[src/common/vsd_regs.vh]
/*
 * Timing constants of the video sync field decoder.
 * Assumes a 125 MHz ref_clk; times are in nanoseconds.
 */
// Contract
// - At serration start, integrator between two thresholds starts the vertical pulse.
// - Vertical pulse lasts exactly eight oscillator periods, then clears.
// - Without serration, integrator reaching default threshold starts the vertical pulse.
// - Default pulse ending early: sync interval end may launch a second pulse.
// - Default delay must exceed the vertical sync interval when starting at its end.
// - Field detector times gaps; a full horizontal gap clears the field flip-flop.
// - Short gaps in vertical interval toggle the field flip-flop on each pulse.
// - Field index comes from field flip-flop sampled by the vertical pulse.
// - Field index is low in even fields, high in odd fields.
// - Odd field starts at first equalizing pulse, even at the second.
// - Burst gate goes low on sync trailing edge and stays low 4 us.
`ifndef VSD_REGS_VH
`define VSD_REGS_VH

`define VSD_CLK_PERIOD_NS     8
`define VSD_BURST_TIME_NS     4000
`define VSD_BURST_CYCLES      ((`VSD_BURST_TIME_NS + `VSD_CLK_PERIOD_NS - 1) / `VSD_CLK_PERIOD_NS)
`define VSD_OSC_PERIODS       8
`define VSD_OSC_CYCLES        2656
`define VSD_FIRST_THRESH      1500
`define VSD_DEFAULT_THRESH    6400
`define VSD_HGAP_THRESH       6000
`define VSD_CNT_W             16

`endif

[src/hdl/vsd_pulse_timer.v]
/*
 * One-shot timer: a start pulse holds busy for a fixed cycle count.
 * Assumes start comes from logic on the same clock.
 */
module vsd_pulse_timer #(
    parameter WIDTH  = 16,
    parameter CYCLES = 500
) (
    // Clock and reset
    input  wire ref_clk,
    input  wire rst_b,
    input  wire clk_en,
    // Control
    input  wire start,
    output reg  busy
);

    localparam integer     LAST_I = CYCLES - 1;
    localparam [WIDTH-1:0] LAST   = LAST_I[WIDTH-1:0];
    reg [WIDTH-1:0] count;

    always @(posedge ref_clk or negedge rst_b) begin
        if (!rst_b) begin
            busy  <= 1'b0;
            count <= {WIDTH{1'b0}};
        end else if (clk_en) begin
            if (start) begin
                busy  <= 1'b1;
                count <= {WIDTH{1'b0}};
            end else if (busy) begin
                if (count == LAST)
                    busy <= 1'b0;
                count <= count + {{(WIDTH-1){1'b0}}, 1'b1};
            end
        end
    end

endmodule // vsd_pulse_timer

[src/hdl/vsd_sync_decoder.v]
/*
 * Composite sync decoder: vertical pulse, odd/even index, burst gate.
 * Assumes csync is an asynchronous pin, high during sync pulses,
 * and a 125 MHz ref_clk.
 */
`include "vsd_regs.vh"

module vsd_sync_decoder #(
    parameter CNT_W          = `VSD_CNT_W,
    parameter FIRST_THRESH   = `VSD_FIRST_THRESH,
    parameter DEFAULT_THRESH = `VSD_DEFAULT_THRESH,
    parameter HGAP_THRESH    = `VSD_HGAP_THRESH,
    parameter OSC_CYCLES     = `VSD_OSC_CYCLES,
    parameter OSC_PERIODS    = `VSD_OSC_PERIODS
) (
    // Clock and reset
    input  wire ref_clk,
    input  wire rst_b,
    input  wire clk_en,
    // Sync input
    input  wire csync,
    // Decoded outputs
    output reg  vert_out,
    output reg  field_odd,
    output reg  burst_gate_b,
    output reg  sync_out
);

    localparam integer     OSC_LAST_I = OSC_CYCLES - 1;
    localparam integer     PER_LAST_I = OSC_PERIODS - 1;
    localparam [CNT_W-1:0] FIRST_T   = FIRST_THRESH[CNT_W-1:0];
    localparam [CNT_W-1:0] DEFAULT_T = DEFAULT_THRESH[CNT_W-1:0];
    localparam [CNT_W-1:0] HGAP_T    = HGAP_THRESH[CNT_W-1:0];
    localparam [CNT_W-1:0] OSC_LAST  = OSC_LAST_I[CNT_W-1:0];
    localparam [3:0]       PER_LAST  = PER_LAST_I[3:0];
    localparam [CNT_W-1:0] ONE       = {{(CNT_W-1){1'b0}}, 1'b1};

    // Vertical state machine, one-hot
    localparam [2:0] ST_IDLE = 3'b001;
    localparam [2:0] ST_RUN  = 3'b010;
    localparam [2:0] ST_WAIT = 3'b100;

    function at_limit;
        input [CNT_W-1:0] value;
        input [CNT_W-1:0] limit;
        begin
            at_limit = (value >= limit);
        end
    endfunction

    //------------------------------------------------------------
    // Input synchroniser
    //------------------------------------------------------------
    reg [2:0] sync_pipe;
    reg       sync_lvl;
    wire      agree = (sync_pipe[1] == sync_pipe[2]);
    wire      next_sync_lvl = agree ? sync_pipe[2] : sync_lvl;
    wire      sync_rise = next_sync_lvl & ~sync_lvl;
    wire      sync_fall = ~next_sync_lvl & sync_lvl;

    always @(posedge ref_clk or negedge rst_b) begin
        if (!rst_b) begin
            sync_pipe <= 3'h0;
            sync_lvl  <= 1'b0;
        end else if (clk_en) begin
            sync_pipe <= {sync_pipe[1:0], csync};
            sync_lvl  <= next_sync_lvl;
        end
    end

    //------------------------------------------------------------
    // Vertical integrator and pulse
    //------------------------------------------------------------
    reg [CNT_W-1:0] integ;
    reg [CNT_W-1:0] osc_cnt;
    reg [3:0]       periods;
    reg [2:0]       state;
    reg             default_fired;

    wire above_first   = at_limit(integ, FIRST_T);
    wire above_default = at_limit(integ, DEFAULT_T);
    // End of a sync-tip level: serration start or end of vertical sync
    wire edge_trigger  = sync_fall & above_first;
    wire dflt_trigger  = sync_lvl & above_default & ~default_fired;
    wire osc_wrap      = (osc_cnt == OSC_LAST);

    always @(posedge ref_clk or negedge rst_b) begin
        if (!rst_b) begin
            integ         <= {CNT_W{1'b0}};
            osc_cnt       <= {CNT_W{1'b0}};
            periods       <= 4'h0;
            state         <= ST_IDLE;
            default_fired <= 1'b0;
            vert_out      <= 1'b0;
        end else if (clk_en) begin
            if (!sync_lvl)
                integ <= {CNT_W{1'b0}};
            else if (!above_default)
                integ <= integ + ONE;
            if (!sync_lvl)
                default_fired <= 1'b0;
            else if (dflt_trigger)
                default_fired <= 1'b1;
            case (state)
                ST_IDLE: begin
                    if (edge_trigger || dflt_trigger) begin
                        state    <= ST_RUN;
                        vert_out <= 1'b1;
                        osc_cnt  <= {CNT_W{1'b0}};
                        periods  <= 4'h0;
                    end
                end
                ST_RUN: begin
                    osc_cnt <= osc_wrap ? {CNT_W{1'b0}} : osc_cnt + ONE;
                    if (osc_wrap) begin
                        periods <= periods + 4'h1;
                        if (periods == PER_LAST) begin
                            vert_out <= 1'b0;
                            state    <= ST_WAIT;
                        end
                    end
                end
                ST_WAIT: begin
                    // Early end of a default pulse: retrigger at interval end
                    if (edge_trigger || dflt_trigger) begin
                        state    <= ST_RUN;
                        vert_out <= 1'b1;
                        osc_cnt  <= {CNT_W{1'b0}};
                        periods  <= 4'h0;
                    end else begin
                        state <= ST_IDLE;
                    end
                end
                default: begin
                    state    <= ST_IDLE;
                    vert_out <= 1'b0;
                end
            endcase
        end
    end

    //------------------------------------------------------------
    // Field detector
    //------------------------------------------------------------
    reg [CNT_W-1:0] gap_cnt;
    reg             field_ff;
    reg             vert_d;
    wire            gap_full = at_limit(gap_cnt, HGAP_T);

    always @(posedge ref_clk or negedge rst_b) begin
        if (!rst_b) begin
            gap_cnt   <= {CNT_W{1'b0}};
            field_ff  <= 1'b0;
            vert_d    <= 1'b0;
            field_odd <= 1'b0;
            sync_out  <= 1'b0;
        end else if (clk_en) begin
            sync_out <= sync_lvl;
            vert_d   <= vert_out;
            if (sync_lvl)
                gap_cnt <= {CNT_W{1'b0}};
            else if (!gap_full)
                gap_cnt <= gap_cnt + ONE;
            if (gap_full)
                field_ff <= 1'b0;
            else if (sync_rise)
                field_ff <= ~field_ff;
            if (vert_out && !vert_d)
                field_odd <= field_ff;
        end
    end

    //------------------------------------------------------------
    // Burst gate / back porch
    //------------------------------------------------------------
    wire burst_busy;

    vsd_pulse_timer #(
        .WIDTH  (CNT_W),
        .CYCLES (`VSD_BURST_CYCLES)
    ) u_burst (
        .ref_clk (ref_clk),
        .rst_b   (rst_b),
        .clk_en  (clk_en),
        .start   (sync_fall),
        .busy    (burst_busy)
    );

    always @(posedge ref_clk or negedge rst_b) begin
        if (!rst_b)
            burst_gate_b <= 1'b1;
        else if (clk_en)
            burst_gate_b <= ~(burst_busy | sync_fall);
    end

endmodule // vsd_sync_decoder

[config.mk]
export PLATFORM = sky130hd
export DESIGN_NAME = vsd_sync_decoder
export DESIGN_NICKNAME = d
export VERILOG_FILES = /design/src/hdl/vsd_pulse_timer.v /design/src/hdl/vsd_sync_decoder.v
export VERILOG_INCLUDE_DIRS = /design/src /design/src/common
export SDC_FILE = /design/constraint.sdc
export NUM_CORES = 1
export LEC_CHECK = 0
export BUFFER_PORTS_ARGS = -buffer_cell sky130_fd_sc_hd__buf_2
export CORE_ASPECT_RATIO = 1.25
export CORE_MARGIN = 2
export CORE_UTILIZATION = 32
export CTS_BUF_LIST = sky130_fd_sc_hd__clkbuf_16
export CTS_CLUSTER_DIAMETER = 100
export DETAILED_ROUTE_END_ITERATION = 10
export PLACE_DENSITY = 0.59
export SKIP_LAST_GASP = 1
export SLEW_MARGIN = 20
export SYNTH_ARGS = -nofsm -noshare
export SYNTH_HDL_FRONTEND = slang
export SYNTH_SLANG_ARGS = --single-unit
[constraint.sdc]
create_clock -name ref_clk -period 2.09 [get_ports ref_clk]
set_clock_uncertainty 0.15 [all_clocks]
set_input_delay 0.1045 -clock ref_clk [delete_from_list [all_inputs] [get_ports ref_clk]]
set_output_delay 0.1045 -clock ref_clk [all_outputs]
set_load 0.01 [all_outputs]
==> results.cfg <==
[run_status]
status = finished, final reports clean

[timing]
finalCritPeriodShare = 0.973
hold_ws_ps = 13.5
worstMarginPinSlew_ps = 472
slew_headroom = 0.685
finalSetupViolations = 0
final_hold_viol_count = 0
maxSlewViolCount = 0
fmax_ghz = 0.492
fin_ws_ps = 57.0
rsz0062_at_grt = yes
period_needed_ps = 2030

[layout]
final_nets = 513
syn2layout_area_growth_pct = 18.5
n_antenna_cell = 0
fillers = 1328
drive_gt1_frac = 0.176

[synthesis]
async_reset_ff_frac = 1.00
synth_edf_count = 0
synth_warnings = 0
netlist_area_um2 = 4420
yosysUniqueCellTypes = 64
yosysSeqAreaShare = 0.470
postSynthCellCount = 466
ys_ff_latch = 83
synthFlopType = dfrtp_1
syn-num-nets = 477
syn_avg_cell_area_um2 = 9.49

[critical_path]
path_delay_family = simple AND/OR/NAND/NOR gates
arrival_ps = 2150
cp-start-kind = flop
path_class = reg -> reg
slowest_delay_ps = 480
crit_path_end_kind = flop
crit_buf_inv = 0
crit_required_ps = 2200
path_cells = ha_1 -> and4_2 -> nand4_1 -> nand2_1 -> or4_1 -> o211ai_1
reg2reg_depth = 6
cp.depth = 6
worst_path_max_delay_cell = or4_1
path_max_fanout = 6

[placement]
pre_cts_slack_ps = -121
gp_congestion = 0.823
portBuffers = 7
dp_hpwl_mm = 6.64

[power]
peakVddDrop_mv = 0.399
leakagePower_nw = 2.17
power_mw = 4.30
power_density_nw_per_um2 = 822

[clocking]
cts_inserted_buffers = 9
ctsLongestPathBuffers = 2
h-tree-depth = 3
numClockSinks = 83
clk_pin_slew_ps = 70
cts_tree = yes
cts-root-buf = clkbuf_16
clk_latency_ps = 350

[global_routing]
grt.overflow.total = 0
grt_pass1_wl_mm = 16.8
antenna_found_initial = 0
grt_max_degree = 37
grtUsageTotal = 0.142
grt_pass1_vias = 3628

[route]
wl_per_cell_um = 14.2
drc = 0
dr.pass1.iters = 4
viasPerCell = 5.31
drt_iter0_drc = 310
wl_mm = 9.71
vias = 3623
ant_nets = 0

[die]
die_w_um = 109
initial_core_util = 0.324
die_area_um2 = 14800
pin_count = 8
core-area_um2 = 13600
die_h_um = 135
row_count = 48

[min_path]
holdPathStages = 3
hold_path.class = in -> reg

[flow_run]
cap_violations = 0
-- cells in the mapped netlist, types with 4 or more instances --
cell type / n / area share
dfrtp_1: 81 / 0.46
nand2_1: 47 / 0.040
nor2_1: 46 / 0.039
nand3_1: 24 / 0.027
a31oi_1: 23 / 0.033
nor3_1: 22 / 0.025
inv_1: 21 / 0.018
o21ai_0: 21 / 0.024
a21oi_1: 19 / 0.022
xnor2_1: 13 / 0.026
xor2_1: 11 / 0.022
nand4_1: 10 / 0.014
clkbuf_1: 8 / 0.0068
ha_1: 7 / 0.020
o22ai_1: 7 / 0.0099
or3_1: 7 / 0.0099
and2_1: 6 / 0.0085
and3_1: 6 / 0.0085
mux2_2: 6 / 0.015
and4_1: 5 / 0.0099
buf_2: 5 / 0.0057
a41oi_1: 4 / 0.0079
-- cell type report --
| type | instances | area [µm²] | area share |
|---|---|---|---|
| Timing Repair Buffer | 43 | 325 | 0.0621 |
| Clock buffer | 9 | 225 | 0.0430 |
| Multi-Input combinational cell | 344 | 2210 | 0.422 |
| Tap cell | 175 | 219 | 0.0418 |
| Sequential cell | 83 | 2080 | 0.397 |
| Clock inverter | 7 | 100 | 0.0191 |
| Inverter | 21 | 78.8 | 0.0151 |
-- cell usage in the layout, fill, tap and decap left out, drive strengths merged, types with 7 or more instances in the layout --
master  instances
buf            41
nand2          48
nand3          24
dfrtp          81
clkbuf          9
nand4          10
or3             7
a21oi          19
nor3           22
a31oi          24
xnor2          13
ha              7
inv            23
o22ai           7
xor2           11
nor2           47
o21ai          22
and2            7
-- logic make-up (layout without fill, tap and decap cells) --
logic type,count (synthesis),after routing,synth area share
simple gates,200,200,0.235
flops,83,83,0.470
fa+ha+maj,7,7,0.0198
buf+inv,39,80,0.0396
xor+xnor,24,24,0.0476
compound gates,104,104,0.165
mux,9,9,0.0221
-- routing by layer --
metal	up-vias	GRT usage	share of wire
met2	39	0.248	0.52
li1	1770	-	-
met3	4	0.0322	0.023
met4	0	0.0442	0.0030
met1	1810	0.172	0.45
met5	-	0	0
-- tightest hold or removal path: stages --
cell and delay, ps:
buf_2 170, a21oi_1 150, a31oi_1 60
-- report_power, final --
part	switching [mW]	leakage [nW]	internal, mW
logic	0.350	0.916	0.251
registers	0.203	1.10	1.76
clock network	0.689	0.149	1.05
-- sequential cells by signal (all words and copies together) (netlist names) --
register	count
gap_cnt	16
state	3
u_burst.count	16
sync_pipe	3
sync_out	1
default_fired	1
osc_cnt	16
u_burst.busy	1
vert_d	1
integ	16
field_ff	1
periods	4
burst_gate_b	1
vert_out	1
sync_lvl	1
field_odd	1
-- per-stage QoR --
stage	instance area [µm²]	setup TNS, ps	utilization	instances
6_report	5240	0	0.384	682
5_1_grt	5240	-53.3	0.384	682
4_1_cts	5200	0	0.381	682
3_5_place_dp	4830	-1690	0.354	661
3_3_place_gp	4830	-749	0.354	661
2_1_floorplan	4420	0	-	466
-- what timing repair did --
action	in CTS	in global routing
setup buffers	3	0
resized for setup	3	8
hold buffers	2	0
hold endpoints to repair	68	0
pin swaps	1	0
endpoints found under the setup margin	19	29
-- path summary, 6_finish.rpt --
path | from | end | slack (ps)
min reg2reg | sync_out | sync_out | 330
max in group asynchronous | rst_b | burst_gate_b | 1050
min | clk_en | state[0] | 10
max | osc_cnt[1] | osc_cnt[14] | 60
min in group asynchronous | rst_b | gap_cnt[8] | 110
max reg2reg | osc_cnt[1] | osc_cnt[14] | 60
No activity file was read; power rests on OpenSTA's default activity.
